[src/mos_defines.vh]
`ifndef MOS_DEFINES_VH
`define MOS_DEFINES_VH

// Register offsets of the group
`define MOS_ACC_X_L 8'h28
`define MOS_ACC_X_H 8'h29
`define MOS_ACC_Y_L 8'h2a
`define MOS_ACC_Y_H 8'h2b
`define MOS_ACC_Z_L 8'h2c
`define MOS_ACC_Z_H 8'h2d
`define MOS_EMB_FLAGS 8'h35
`define MOS_SM_FLAGS_LO 8'h36
`define MOS_SM_FLAGS_HI 8'h37
`define MOS_HUB_STATUS 8'h39

// Gyro high bytes, only watched for the auxiliary data-available clear
`define MOS_GYR_X_H 8'h23
`define MOS_GYR_Y_H 8'h25
`define MOS_GYR_Z_H 8'h27

`define MOS_RST_BYTE 8'h00
`define MOS_RST_WORD 16'h0000

// Field positions in the status registers
`define MOS_EMB_LC_BIT 7
`define MOS_EMB_SIGMOT_BIT 5
`define MOS_EMB_TILT_BIT 4
`define MOS_EMB_STEP_BIT 3
`define MOS_HUB_WR_DONE_BIT 7
`define MOS_HUB_NACK_LSB 3
`define MOS_HUB_ENDOP_BIT 0

// Field positions in the control registers
`define MOS_XL_ODR_MSB 7
`define MOS_XL_ODR_LSB 4
`define MOS_XL_FS_MSB 3
`define MOS_XL_FS_LSB 2
`define MOS_OIS_FS_MSB 4
`define MOS_OIS_FS_LSB 3

// Output-rate codes and full-scale codes
`define MOS_ODR_OFF 4'h0
`define MOS_ODR_MAX 4'ha
`define MOS_FS_2G 2'b00
`define MOS_FS_16G 2'b01
`define MOS_FS_4G 2'b10
`define MOS_FS_8G 2'b11
`define MOS_SHIFT_2G 2'd3
`define MOS_SHIFT_4G 2'd2
`define MOS_SHIFT_8G 2'd1
`define MOS_SHIFT_16G 2'd0

// Timing
`define MOS_CLK_HZ 40000000
`define MOS_OIS_RATE_HZ 6660
`define MOS_OIS_CYCLES (`MOS_CLK_HZ / `MOS_OIS_RATE_HZ)
`define MOS_CNT_ONE 32'h00000001
`define MOS_CNT_ZERO 32'h00000000

`endif

[src/mos_regs.v]
`timescale 1ns/1ps
`include "mos_defines.vh"

module mos_regs #(
  parameter [31:0] OIS_PERIOD = `MOS_OIS_CYCLES,
  parameter [31:0] UI_FAST_PERIOD = `MOS_OIS_CYCLES
) (
  input wire clk_sys,
  input wire sys_rst,
  // Primary serial interface read port
  input wire pri_rd_en,
  input wire [7:0] pri_addr,
  output reg [7:0] pri_rdata_q,
  output reg pri_rvalid_q,
  // Auxiliary serial interface read port
  input wire aux_rd_en,
  input wire [7:0] aux_addr,
  output reg [7:0] aux_rdata_q,
  output reg aux_rvalid_q,
  // Settings held in control registers outside this group
  input wire [7:0] accel_control,
  input wire [7:0] stabilisation_control,
  input wire single_write_option,
  // Raw acceleration samples and the gyro stabilisation sample strobe
  input wire [15:0] accel_x_raw,
  input wire [15:0] accel_y_raw,
  input wire [15:0] accel_z_raw,
  input wire gyro_ois_sample,
  // Event pulses
  input wire long_counter_timeout_evt,
  input wire significant_motion_evt,
  input wire tilt_evt,
  input wire step_detect_evt,
  input wire [15:0] machine_evt,
  input wire [3:0] target_nack_evt,
  input wire target0_write_evt,
  input wire hub_sequence_evt,
  // Flag clears from the owning engines
  input wire emb_flags_clr,
  input wire machine_flags_clr,
  input wire hub_flags_clr,
  // Status outputs
  output reg aux_accel_data_available_q,
  output reg aux_gyro_data_available_q,
  output wire ui_sample_tick,
  output wire ois_sample_tick
);
  reg long_counter_timeout_flag_q;
  reg significant_motion_flag_q;
  reg tilt_flag_q;
  reg step_detect_flag_q;
  reg [15:0] machine_flags_q;
  reg [3:0] target_nack_q;
  reg single_write_done_q;
  reg hub_sequence_concluded_q;
  reg [15:0] ui_x_q;
  reg [15:0] ui_y_q;
  reg [15:0] ui_z_q;
  reg [15:0] ois_x_q;
  reg [15:0] ois_y_q;
  reg [15:0] ois_z_q;
  reg [7:0] pri_rdata_d;
  reg [7:0] aux_rdata_d;
  reg [31:0] ui_period;
  wire [3:0] ui_odr;
  wire ui_run;
  wire [1:0] ui_fs;
  wire [1:0] ois_fs;
  wire [47:0] raw_all;
  wire [47:0] ui_scaled;
  wire [47:0] ois_scaled;
  wire [7:0] emb_byte;
  wire [7:0] hub_byte;
  wire aux_accel_high_rd;
  wire aux_gyro_high_rd;

  assign ui_odr = accel_control[`MOS_XL_ODR_MSB:`MOS_XL_ODR_LSB];
  assign ui_fs = accel_control[`MOS_XL_FS_MSB:`MOS_XL_FS_LSB];
  assign ois_fs = stabilisation_control[`MOS_OIS_FS_MSB:`MOS_OIS_FS_LSB];
  assign raw_all = {accel_z_raw, accel_y_raw, accel_x_raw};

  // Unsupported rate codes behave as power-down rather than guessing a rate
  assign ui_run = (ui_odr != `MOS_ODR_OFF) && (ui_odr <= `MOS_ODR_MAX);

  // Each lower rate code halves the user output rate
  always @* begin
    ui_period = UI_FAST_PERIOD;
    if (ui_run) begin
      ui_period = UI_FAST_PERIOD << (`MOS_ODR_MAX - ui_odr);
    end
  end

  mos_rate_div u_ui_rate (
    .clk_sys(clk_sys),
    .sys_rst(sys_rst),
    .run(ui_run),
    .period(ui_period),
    .tick_q(ui_sample_tick)
  );

  mos_rate_div u_ois_rate (
    .clk_sys(clk_sys),
    .sys_rst(sys_rst),
    .run(1'b1),
    .period(OIS_PERIOD),
    .tick_q(ois_sample_tick)
  );

  genvar ax;
  generate
    for (ax = 0; ax < 3; ax = ax + 1) begin : g_axis
      mos_fs_scale u_ui_fs (
        .raw(raw_all[ax*16 +: 16]),
        .fs_code(ui_fs),
        .scaled(ui_scaled[ax*16 +: 16])
      );
      mos_fs_scale u_ois_fs (
        .raw(raw_all[ax*16 +: 16]),
        .fs_code(ois_fs),
        .scaled(ois_scaled[ax*16 +: 16])
      );
    end
  endgenerate

  // Whole 16-bit words are captured at once, but low and high byte reads split by a tick can mix samples
  always @(posedge clk_sys) begin
    if (sys_rst) begin
      ui_x_q <= `MOS_RST_WORD;
      ui_y_q <= `MOS_RST_WORD;
      ui_z_q <= `MOS_RST_WORD;
    end else if (ui_sample_tick) begin
      ui_x_q <= ui_scaled[15:0];
      ui_y_q <= ui_scaled[31:16];
      ui_z_q <= ui_scaled[47:32];
    end
  end

  always @(posedge clk_sys) begin
    if (sys_rst) begin
      ois_x_q <= `MOS_RST_WORD;
      ois_y_q <= `MOS_RST_WORD;
      ois_z_q <= `MOS_RST_WORD;
    end else if (ois_sample_tick) begin
      ois_x_q <= ois_scaled[15:0];
      ois_y_q <= ois_scaled[31:16];
      ois_z_q <= ois_scaled[47:32];
    end
  end

  // Embedded-function flags; a new event beats a clear in the same cycle
  always @(posedge clk_sys) begin
    if (sys_rst) begin
      long_counter_timeout_flag_q <= 1'b0;
      significant_motion_flag_q <= 1'b0;
      tilt_flag_q <= 1'b0;
      step_detect_flag_q <= 1'b0;
    end else begin
      long_counter_timeout_flag_q <= long_counter_timeout_evt
        || (long_counter_timeout_flag_q && !emb_flags_clr);
      significant_motion_flag_q <= significant_motion_evt
        || (significant_motion_flag_q && !emb_flags_clr);
      tilt_flag_q <= tilt_evt || (tilt_flag_q && !emb_flags_clr);
      step_detect_flag_q <= step_detect_evt || (step_detect_flag_q && !emb_flags_clr);
    end
  end

  genvar m;
  generate
    for (m = 0; m < 16; m = m + 1) begin : g_machine
      always @(posedge clk_sys) begin
        if (sys_rst) begin
          machine_flags_q[m] <= 1'b0;
        end else begin
          machine_flags_q[m] <= machine_evt[m]
            || (machine_flags_q[m] && !machine_flags_clr);
        end
      end
    end
  endgenerate

  genvar t;
  generate
    for (t = 0; t < 4; t = t + 1) begin : g_target
      always @(posedge clk_sys) begin
        if (sys_rst) begin
          target_nack_q[t] <= 1'b0;
        end else begin
          target_nack_q[t] <= target_nack_evt[t]
            || (target_nack_q[t] && !hub_flags_clr);
        end
      end
    end
  endgenerate

  // Completion outside single-write mode is not reported
  always @(posedge clk_sys) begin
    if (sys_rst) begin
      single_write_done_q <= 1'b0;
      hub_sequence_concluded_q <= 1'b0;
    end else begin
      single_write_done_q <= (single_write_option && target0_write_evt)
        || (single_write_done_q && !hub_flags_clr);
      hub_sequence_concluded_q <= hub_sequence_evt
        || (hub_sequence_concluded_q && !hub_flags_clr);
    end
  end

  // Status bytes built with unused positions tied low
  assign emb_byte = {long_counter_timeout_flag_q, 1'b0, significant_motion_flag_q,
    tilt_flag_q, step_detect_flag_q, 3'b000};
  assign hub_byte = {single_write_done_q, target_nack_q, 2'b00,
    hub_sequence_concluded_q};

  // Primary port sees the user chain and all status registers
  always @* begin
    pri_rdata_d = `MOS_RST_BYTE;
    if (pri_addr == `MOS_ACC_X_L) begin
      pri_rdata_d = ui_x_q[7:0];
    end else if (pri_addr == `MOS_ACC_X_H) begin
      pri_rdata_d = ui_x_q[15:8];
    end else if (pri_addr == `MOS_ACC_Y_L) begin
      pri_rdata_d = ui_y_q[7:0];
    end else if (pri_addr == `MOS_ACC_Y_H) begin
      pri_rdata_d = ui_y_q[15:8];
    end else if (pri_addr == `MOS_ACC_Z_L) begin
      pri_rdata_d = ui_z_q[7:0];
    end else if (pri_addr == `MOS_ACC_Z_H) begin
      pri_rdata_d = ui_z_q[15:8];
    end else if (pri_addr == `MOS_EMB_FLAGS) begin
      pri_rdata_d = emb_byte;
    end else if (pri_addr == `MOS_SM_FLAGS_LO) begin
      pri_rdata_d = machine_flags_q[7:0];
    end else if (pri_addr == `MOS_SM_FLAGS_HI) begin
      pri_rdata_d = machine_flags_q[15:8];
    end else if (pri_addr == `MOS_HUB_STATUS) begin
      pri_rdata_d = hub_byte;
    end else begin
      pri_rdata_d = `MOS_RST_BYTE;
    end
  end

  // Auxiliary port only ever sees stabilisation-chain outputs
  always @* begin
    aux_rdata_d = `MOS_RST_BYTE;
    if (aux_addr == `MOS_ACC_X_L) begin
      aux_rdata_d = ois_x_q[7:0];
    end else if (aux_addr == `MOS_ACC_X_H) begin
      aux_rdata_d = ois_x_q[15:8];
    end else if (aux_addr == `MOS_ACC_Y_L) begin
      aux_rdata_d = ois_y_q[7:0];
    end else if (aux_addr == `MOS_ACC_Y_H) begin
      aux_rdata_d = ois_y_q[15:8];
    end else if (aux_addr == `MOS_ACC_Z_L) begin
      aux_rdata_d = ois_z_q[7:0];
    end else if (aux_addr == `MOS_ACC_Z_H) begin
      aux_rdata_d = ois_z_q[15:8];
    end else begin
      aux_rdata_d = `MOS_RST_BYTE;
    end
  end

  // No write path exists, so contents cannot be altered from either port
  always @(posedge clk_sys) begin
    if (sys_rst) begin
      pri_rdata_q <= `MOS_RST_BYTE;
      pri_rvalid_q <= 1'b0;
      aux_rdata_q <= `MOS_RST_BYTE;
      aux_rvalid_q <= 1'b0;
    end else begin
      pri_rvalid_q <= pri_rd_en;
      aux_rvalid_q <= aux_rd_en;
      if (pri_rd_en) begin
        pri_rdata_q <= pri_rdata_d;
      end
      if (aux_rd_en) begin
        aux_rdata_q <= aux_rdata_d;
      end
    end
  end

  assign aux_accel_high_rd = aux_rd_en && ((aux_addr == `MOS_ACC_X_H)
    || (aux_addr == `MOS_ACC_Y_H) || (aux_addr == `MOS_ACC_Z_H));
  assign aux_gyro_high_rd = aux_rd_en && ((aux_addr == `MOS_GYR_X_H)
    || (aux_addr == `MOS_GYR_Y_H) || (aux_addr == `MOS_GYR_Z_H));

  // New sample in the read cycle keeps the flag, so no sample goes unseen
  always @(posedge clk_sys) begin
    if (sys_rst) begin
      aux_accel_data_available_q <= 1'b0;
      aux_gyro_data_available_q <= 1'b0;
    end else begin
      aux_accel_data_available_q <= ois_sample_tick
        || (aux_accel_data_available_q && !aux_accel_high_rd);
      aux_gyro_data_available_q <= gyro_ois_sample
        || (aux_gyro_data_available_q && !aux_gyro_high_rd);
    end
  end
endmodule // mos_regs

[src/mos_rate_div.v]
`timescale 1ns/1ps
`include "mos_defines.vh"

module mos_rate_div (
  input wire clk_sys,
  input wire sys_rst,
  input wire run,
  input wire [31:0] period,
  output reg tick_q
);
  reg [31:0] cnt_q;

  // Counter restarts whenever the rate stops; a change between running rates keeps the count
  always @(posedge clk_sys) begin
    if (sys_rst || !run) begin
      cnt_q <= `MOS_CNT_ZERO;
      tick_q <= 1'b0;
    end else if (cnt_q + `MOS_CNT_ONE >= period) begin
      cnt_q <= `MOS_CNT_ZERO;
      tick_q <= 1'b1;
    end else begin
      cnt_q <= cnt_q + `MOS_CNT_ONE;
      tick_q <= 1'b0;
    end
  end
endmodule // mos_rate_div

[src/mos_fs_scale.v]
`timescale 1ns/1ps
`include "mos_defines.vh"

module mos_fs_scale (
  input wire [15:0] raw,
  input wire [1:0] fs_code,
  output reg [15:0] scaled
);
  reg [1:0] sh;
  reg [18:0] wide;

  // Raw input spans the widest range; narrower ranges shift up and clip
  always @* begin
    sh = `MOS_SHIFT_16G;
    case (fs_code)
      `MOS_FS_2G: sh = `MOS_SHIFT_2G;
      `MOS_FS_4G: sh = `MOS_SHIFT_4G;
      `MOS_FS_8G: sh = `MOS_SHIFT_8G;
      default: sh = `MOS_SHIFT_16G;
    endcase
    wide = {{3{raw[15]}}, raw} << sh;
    if (wide[18:15] != {4{wide[18]}}) begin
      scaled = wide[18] ? 16'h8000 : 16'h7fff;
    end else begin
      scaled = wide[15:0];
    end
  end
endmodule // mos_fs_scale

[config.mk]
export PLATFORM = sky130hd
export DESIGN_NAME = mos_regs
export DESIGN_NICKNAME = d
export VERILOG_FILES = /design/src/mos_regs.v /design/src/mos_rate_div.v /design/src/mos_fs_scale.v
export VERILOG_INCLUDE_DIRS = /design/src
export SDC_FILE = /design/constraint.sdc
export NUM_CORES = 1
export LEC_CHECK = 0
export BUFFER_PORTS_ARGS = -buffer_cell sky130_fd_sc_hd__buf_2
export CORE_ASPECT_RATIO = 1.75
export CORE_MARGIN = 5
export CORE_UTILIZATION = 50
export DETAILED_ROUTE_END_ITERATION = 7
export GPL_ROUTABILITY_DRIVEN = 0
export PLACE_DENSITY = 0.8
export SLEW_MARGIN = 20
export SYNTH_ARGS = -nofsm -noshare
export SYNTH_HDL_FRONTEND = slang
export SYNTH_SLANG_ARGS = --single-unit
[constraint.sdc]
create_clock -name clk_sys -period 3.75 [get_ports clk_sys]
set_input_delay 0.1875 -clock clk_sys [delete_from_list [all_inputs] [get_ports clk_sys]]
set_output_delay 0.1875 -clock clk_sys [all_outputs]
set_load 0.01 [all_outputs]
# [Word-level counts from Yosys, hierarchy flattened]
# Cells that the tools add are included.
[op_classes] addsub=3 n_lt_le_gt_ge=3 eq_ne=29 shifts=7 n_mux=33 reduce_logical=76
[op_table] op="$mux W16" n=12
[op_table] op="$eq A8 B6 Y1 const B" n=19
[op_table] op="$mux W8" n=16
[op_table] op="$shl A19 B2 Y19" n=6
[op_table] op="$add A32 B1 Y32 const B" n=2
[op_table] op="$logic_or A1 B1 Y1" n=33
[op_table] op="$ge A32 B13 Y1 const B" n=1
[op_table] op="$ge A32 B32 Y1" n=1
[op_table] op="$logic_and A1 B1 Y1" n=32
[op_table] op="$mux W32" n=1
[op_table] op="$shl A13 B4 Y32 const A" n=1
[op_table] op="$ne A3 B3 Y1" n=6
[op_table] op="$pmux W2 S3" n=2
[op_table] op="$eq A2 B2 Y1 const B" n=4
[op_table] op="$logic_not A1 Y1" n=6
[op_table] op="$le A4 B4 Y1 const B" n=1
[op_table] op="$logic_not A2 Y1" n=2
[op_table] op="$reduce_bool A4 Y1" n=1
[op_table] op="$reduce_or A2 Y1" n=2
[op_table] op="$sub A4 B4 Y4 const A" n=1
[op_table] op="$mux W1" n=2
[totals] register_bits=208 inputBits=115 output_inout_bits=22 word_cells=193

# [Longest topological paths before layout]
[depth] word_depth=11 ltp_mapped=17 depth_no_buf=15

# [Hierarchy]
# A second synthesis with hierarchy kept.
[hier_totals] hier_cells=1743 hier_area_um2=15004.4
[modules_own_cells] module="mos_regs" instances=1 cells_each=739 area_per_inst_um2=6706.4 seq_area_each_um2=2842.7
[modules_own_cells] module="mos_rate_div" instances=2 cells_each=271 area_per_inst_um2=2474.9 seq_area_each_um2=660.6
[modules_own_cells] module="mos_fs_scale" instances=6 cells_each=77 area_per_inst_um2=558.0 seq_area_each_um2=0.0

# [Worst setup path before layout]
# Ideal clock, no wire load.
[synth_timing] path_kind="input port to flip-flop" start="in accel_control[4]" end="reg u_ui_rate.cnt_q[10]" setup_time_ns=0.066 arrival_time_ns=3.225 required_time_ns=3.684 slack_ns=0.459 stages=17 n_path_buf=3 path_cell_list="clkbuf_1 -> inv_1 -> ha_1 -> nor2b_1 -> o21ai_0 -> o21ai_0 -> clkbuf_1 -> nor2_1 -> ha_1 -> a21o_1 -> a21oi_1 -> nor2b_1 -> o31a_1 -> o21ai_0 -> nand4_1 -> clkbuf_1 -> nor2b_1"
[synth_via] elab_chain_cells=5 word_cells_on_any_way=10 cone_classes="add/sub (1); order compare (2); shift (1); mux (1); reduce/logical (5)"
[synth_rtl] item="from (decl)" line="mos_regs.v:21" rtl="input wire [7:0] accel_control,"
[synth_rtl] item="$sub A4 B4 Y4 (no line) (tied with other cells)"
[synth_rtl] item="$shl A13 B4 Y32 or $logic_and A1 B1 Y1 (tied branches)" line="mos_regs.v:89, mos_regs.v:83"
[synth_rtl] item="$mux W32 or $logic_not A1 Y1 (tied branches)" line="mos_regs.v:88, mos_rate_div.v:15"
[synth_rtl] item="$ge A32 B32 Y1 or $logic_or A1 B1 Y1 (tied branches)" line="mos_rate_div.v:18, mos_rate_div.v:15"
[synth_rtl] item="$reduce_or A2 Y1 (no line) (*)"
[synth_rtl] item="to (signal assigned)" line="mos_rate_div.v:16" rtl="cnt_q <= `MOS_CNT_ZERO;"
[synth_rtl] item="to (signal assigned)" line="mos_rate_div.v:19" rtl="cnt_q <= `MOS_CNT_ZERO;"
[synth_rtl] item="to (signal assigned)" line="mos_rate_div.v:22" rtl="cnt_q <= cnt_q + `MOS_CNT_ONE;"
[synth_rtl] item="to (decl)" line="mos_rate_div.v:11" rtl="reg [31:0] cnt_q;"
# Every way passes the cells marked *; elsewhere a longest branch is shown, timed or not.
# A chain may end at the register's enable or synchronous reset.

# [Worst setup path after layout]
[layout_timing] start="reg u_ois_rate.cnt_q[0]" end="reg u_ois_rate.cnt_q[6]"
[layout_via] elab_chain_cells=3
[layout_rtl] item="from (decl)" line="mos_rate_div.v:11"
[layout_rtl] item="from (signal assigned)" line="mos_rate_div.v:16"
[layout_rtl] item="from (signal assigned)" line="mos_rate_div.v:19"
[layout_rtl] item="from (signal assigned)" line="mos_rate_div.v:22"
[layout_rtl] item="$add A32 B1 Y32 (no line) (*)"
[layout_rtl] item="$ge A32 B13 Y1" line="mos_rate_div.v:18" rtl="end else if (cnt_q + `MOS_CNT_ONE >= period) begin"
[layout_rtl] item="$reduce_or A2 Y1 (no line)"
# Marked as above.

==> impl_metrics.py <==
metrics = {
    "critical_path": {
        "critPathLaunchType": "flop",
        "critPathCaptureType": "flop",
        "criticalPathCategory": "reg -> reg",
        "required_ns": 4.19,
        "critical_path_arrival_ns": 4.03,
        "path_max_fanout": 8,
        "r2r_cells": 9,
    },
    "power": {
        "switchingPower_mw": 1.62,
        "switching_share": 0.275,
        "internal_power_mw": 4.28,
        "p_seq_frac": 0.414,
        "power_density_nw_per_um2": 404,
        "clkPwrFrac": 0.399,
        "p_leak_nw": 6.30,
        "vdd_drop_max_mv": 0.325,
        "combPwrFrac": 0.187,
    },
    "worst_hold_path": {
        "hold_class": "in -> reg",
        "hold_path_depth": 3,
    },
    "sta": {
        "fin_crit_sh": 0.959,
        "max_freq_mhz": 278,
        "skew_ns": 0.0113,
        "worst_slack_ns": 0.154,
        "relSlewSlack": 0.368,
        "setup_viol": 0,
        "tns_ns": 0,
        "period_needed_ns": 3.60,
        "tightest_slew_ns": 0.948,
        "slew_viol_final": 0,
        "finalHoldViolCount": 0,
        "rsz0062_at_grt": "no",
    },
    "clock_tree": {
        "cts_buffers": 22,
        "cts-root-buf": "clkbuf_16",
        "clock-sinks": 208,
        "htreeDepth": 1,
        "cts_tree": "yes",
        "cts.clk_slew.worst_paths_ns": 0.06,
        "clock_latency_ns": 0.51,
        "cts_buffer_depth": 3,
    },
    "grt": {
        "grt_pass1_vias": 11454,
        "grt-ovfl-total": 0,
        "grt_pass1_wl_um": 55300,
        "grt_max_degree": 107,
        "antenna_found_initial": 7,
        "track_usage": 0.235,
    },
    "yosys": {
        "ys_warn_count": 0,
        "ys_seq_elements": 208,
        "synth_edf_count": 0,
        "yosysSeqAreaShare": 0.332,
        "synthFlopType": "dfxtp_1",
        "synth_cells": 1505,
        "netlist_area_um2": 12500,
        "syn_avg_cell_area_um2": 8.33,
        "synth_cell_types": 68,
        "ys_async_sr_fraction": 0,
    },
    "final_layout": {
        "fin_util": 0.591,
        "nets": 1789,
        "area_growth_syn_to_layout_pct": 16.5,
        "drive_gt1_frac": 0.147,
        "nFillCells": 2140,
    },
    "route": {
        "wl_per_cell_um": 17.5,
        "wirelength_um": 34300,
        "avgViaCountPerCell": 5.91,
        "antenna_left": 0,
        "vias": 11613,
        "remaining_drc_errors": 0,
        "drt_iter0_drc": 684,
        "first_pass_iters": 5,
    },
    "floorplanning": {
        "die_w_um": 130,
        "rows": 76,
        "core_um2": 24700,
        "ios": 137,
        "initial_core_util": 0.507,
        "dieHeight_um": 219,
        "dieArea_um2": 28500,
    },
    "placed_design": {
        "dp_hpwl_um": 25400,
        "numPortBuffers": 128,
        "post-place-ws_ns": 0.226,
    },
    "job": {
        "max_cap_violations": 0,
    },
    "outcome": {
        "status": "complete, no violations",
    },
}
-- worst paths after layout --
path	startpoint	to	slack (ns)
worst max-delay path	u_ois_rate.cnt_q[0]	u_ois_rate.cnt_q[6]	0.15
worst min register to register	pri_rdata_q[3]	pri_rdata_q[3]	0.48
worst min-delay path	aux_addr[3]	aux_gyro_data_available_q	0.05
worst max register to register	u_ois_rate.cnt_q[0]	u_ois_rate.cnt_q[6]	0.15
-- repair_timing --
action / 4_1_cts / 5_1_grt
endpoints found under the setup margin: 0 / 0
setup buffers: 0 / 0
gates resized for setup: 0 / 0
hold buffers: 28 / 0
hold endpoints to repair: 27 / 0
-- power groups by stage --
stage               clock (mW)  combinational (mW)  sequential (mW)
floorplan                    0               0.796             2.45
global placement             0                1.04             2.48
detailed placement           0                1.06             2.49
CTS                       2.39                1.09             2.44
global route              2.48                1.22             2.46
finish                    2.35                1.10             2.44
-- cells by family (layout without fill, tap and decap cells) --
family                   count (synthesis)  count (layout)  share of synthesized area
multiplexers                           206             206                      0.167
AO/OA/AOI/OAI                          388             388                      0.197
flip-flops                             208             208                      0.332
buffers and inverters                  137             256                     0.0419
XOR/XNOR                                44              44                     0.0307
adder cells (fa/ha/maj)                 43              43                     0.0429
AND/OR/NAND/NOR                        478             478                      0.188
other                                    1              30                   0.000299
-- placed cells by master, fill, tap and decap left out, drive strengths merged, types with 4 or more instances in the layout --
cell / instances
nor2: 190
mux2: 19
a22oi: 9
diode: 7
nand2b: 9
conb: 23
buf: 162
o21a: 9
nor4: 10
nand2: 80
a311oi: 4
o31ai: 6
dlygate4sd3: 28
dfxtp: 208
o22ai: 15
clkbuf: 30
or4: 5
xnor2: 30
a211oi: 79
nand4: 26
bufinv: 4
nor3: 39
nor2b: 41
xor2: 14
a21o: 19
inv: 28
a21oi: 144
and3: 8
o221ai: 4
a31oi: 11
o211ai: 23
ha: 43
mux2i: 186
nor3b: 4
nand3: 46
o21ai: 39
-- routing by layer --
metal,up-vias,part of all wire,GRT usage
met4,0,0.061,0.138
met3,130,0.058,0.0300
met5,-,0,0
met1,5382,0.36,0.249
li1,5703,-,-
met2,398,0.52,0.435
-- state kept, by name (all words and copies together), names as in the netlist, 4 cells and up --
name and flops:
aux_rdata_q 8, ois_y_q 16, machine_flags_q 16, hub_byte 4, pri_rdata_q 8, ui_y_q 16, u_ois_rate.cnt_q 32, u_ui_rate.cnt_q 32
ois_x_q 16, ui_x_q 16, ui_z_q 16, ois_z_q 16
-- Yosys cell counts, types with 3 or more instances --
cell,instances,share of area
nand3_1,44,0.018
a21oi_1,144,0.058
o21a_1,9,0.0054
and3_1,8,0.0040
nor3_1,29,0.012
a211oi_1,79,0.047
a2bb2oi_1,3,0.0021
dfxtp_1,208,0.33
or4_1,5,0.0030
nand2_1,80,0.024
buf_1,17,0.0051
mux2_2,19,0.017
o311a_1,3,0.0024
or2_2,3,0.0015
nor2b_1,41,0.020
xor2_1,14,0.0098
nand4_1,25,0.012
mux2i_1,186,0.15
and2_1,3,0.0015
o31ai_1,6,0.0036
nor2_1,190,0.057
nor4_1,8,0.0040
o211ai_1,23,0.014
a311oi_1,4,0.0028
nor3_2,10,0.0080
a21o_1,19,0.011
a31oi_1,11,0.0055
o21ai_0,39,0.016
xnor2_1,30,0.021
o22a_1,3,0.0021
clkbuf_1,89,0.027
and4_1,3,0.0021
or3_1,3,0.0015
buf_2,3,0.0012
a22oi_1,9,0.0054
inv_1,27,0.0081
ha_1,43,0.043
nor3b_1,4,0.0024
o22ai_1,15,0.0075
o221ai_1,4,0.0028
nand2b_1,9,0.0045
-- layout make-up --
cell class | instances | area [um2] | area share
clock buffer | 30 | 632 | 0.0433
sequential | 208 | 4170 | 0.285
tap | 312 | 390 | 0.0267
multi-input combinational | 1182 | 7950 | 0.545
inverter | 27 | 101 | 0.00694
timing repair buffer | 190 | 1190 | 0.0815
clock inverter | 9 | 154 | 0.0105
antenna | 7 | 17.5 | 0.00120
-- metrics by stage --
step	std cells	hold WS, ns	power [mW]	instance area (um2)
4_1_cts	1958	0.0486	5.92	14600
6_report	1965	0.0520	5.90	14600
5_1_grt	1965	0.0626	6.16	14600
3_3_place_gp	1891	0.394	3.52	13500
3_5_place_dp	1891	0.399	3.55	13500
2_1_floorplan	1527	0.305	3.24	12600
-- critical path, stage by stage (launching register included) --
cell and delay (ns):
dfxtp_1 0.49, ha_1 0.31, nand3_2 0.20, nor4_4 0.48
nand3_1 0.14, a211o_1 0.32, or4_1 0.53, or4_1 0.66
buf_4 0.26, nor3_2 0.14
Note: power is estimated with default switching activity, not from simulation.
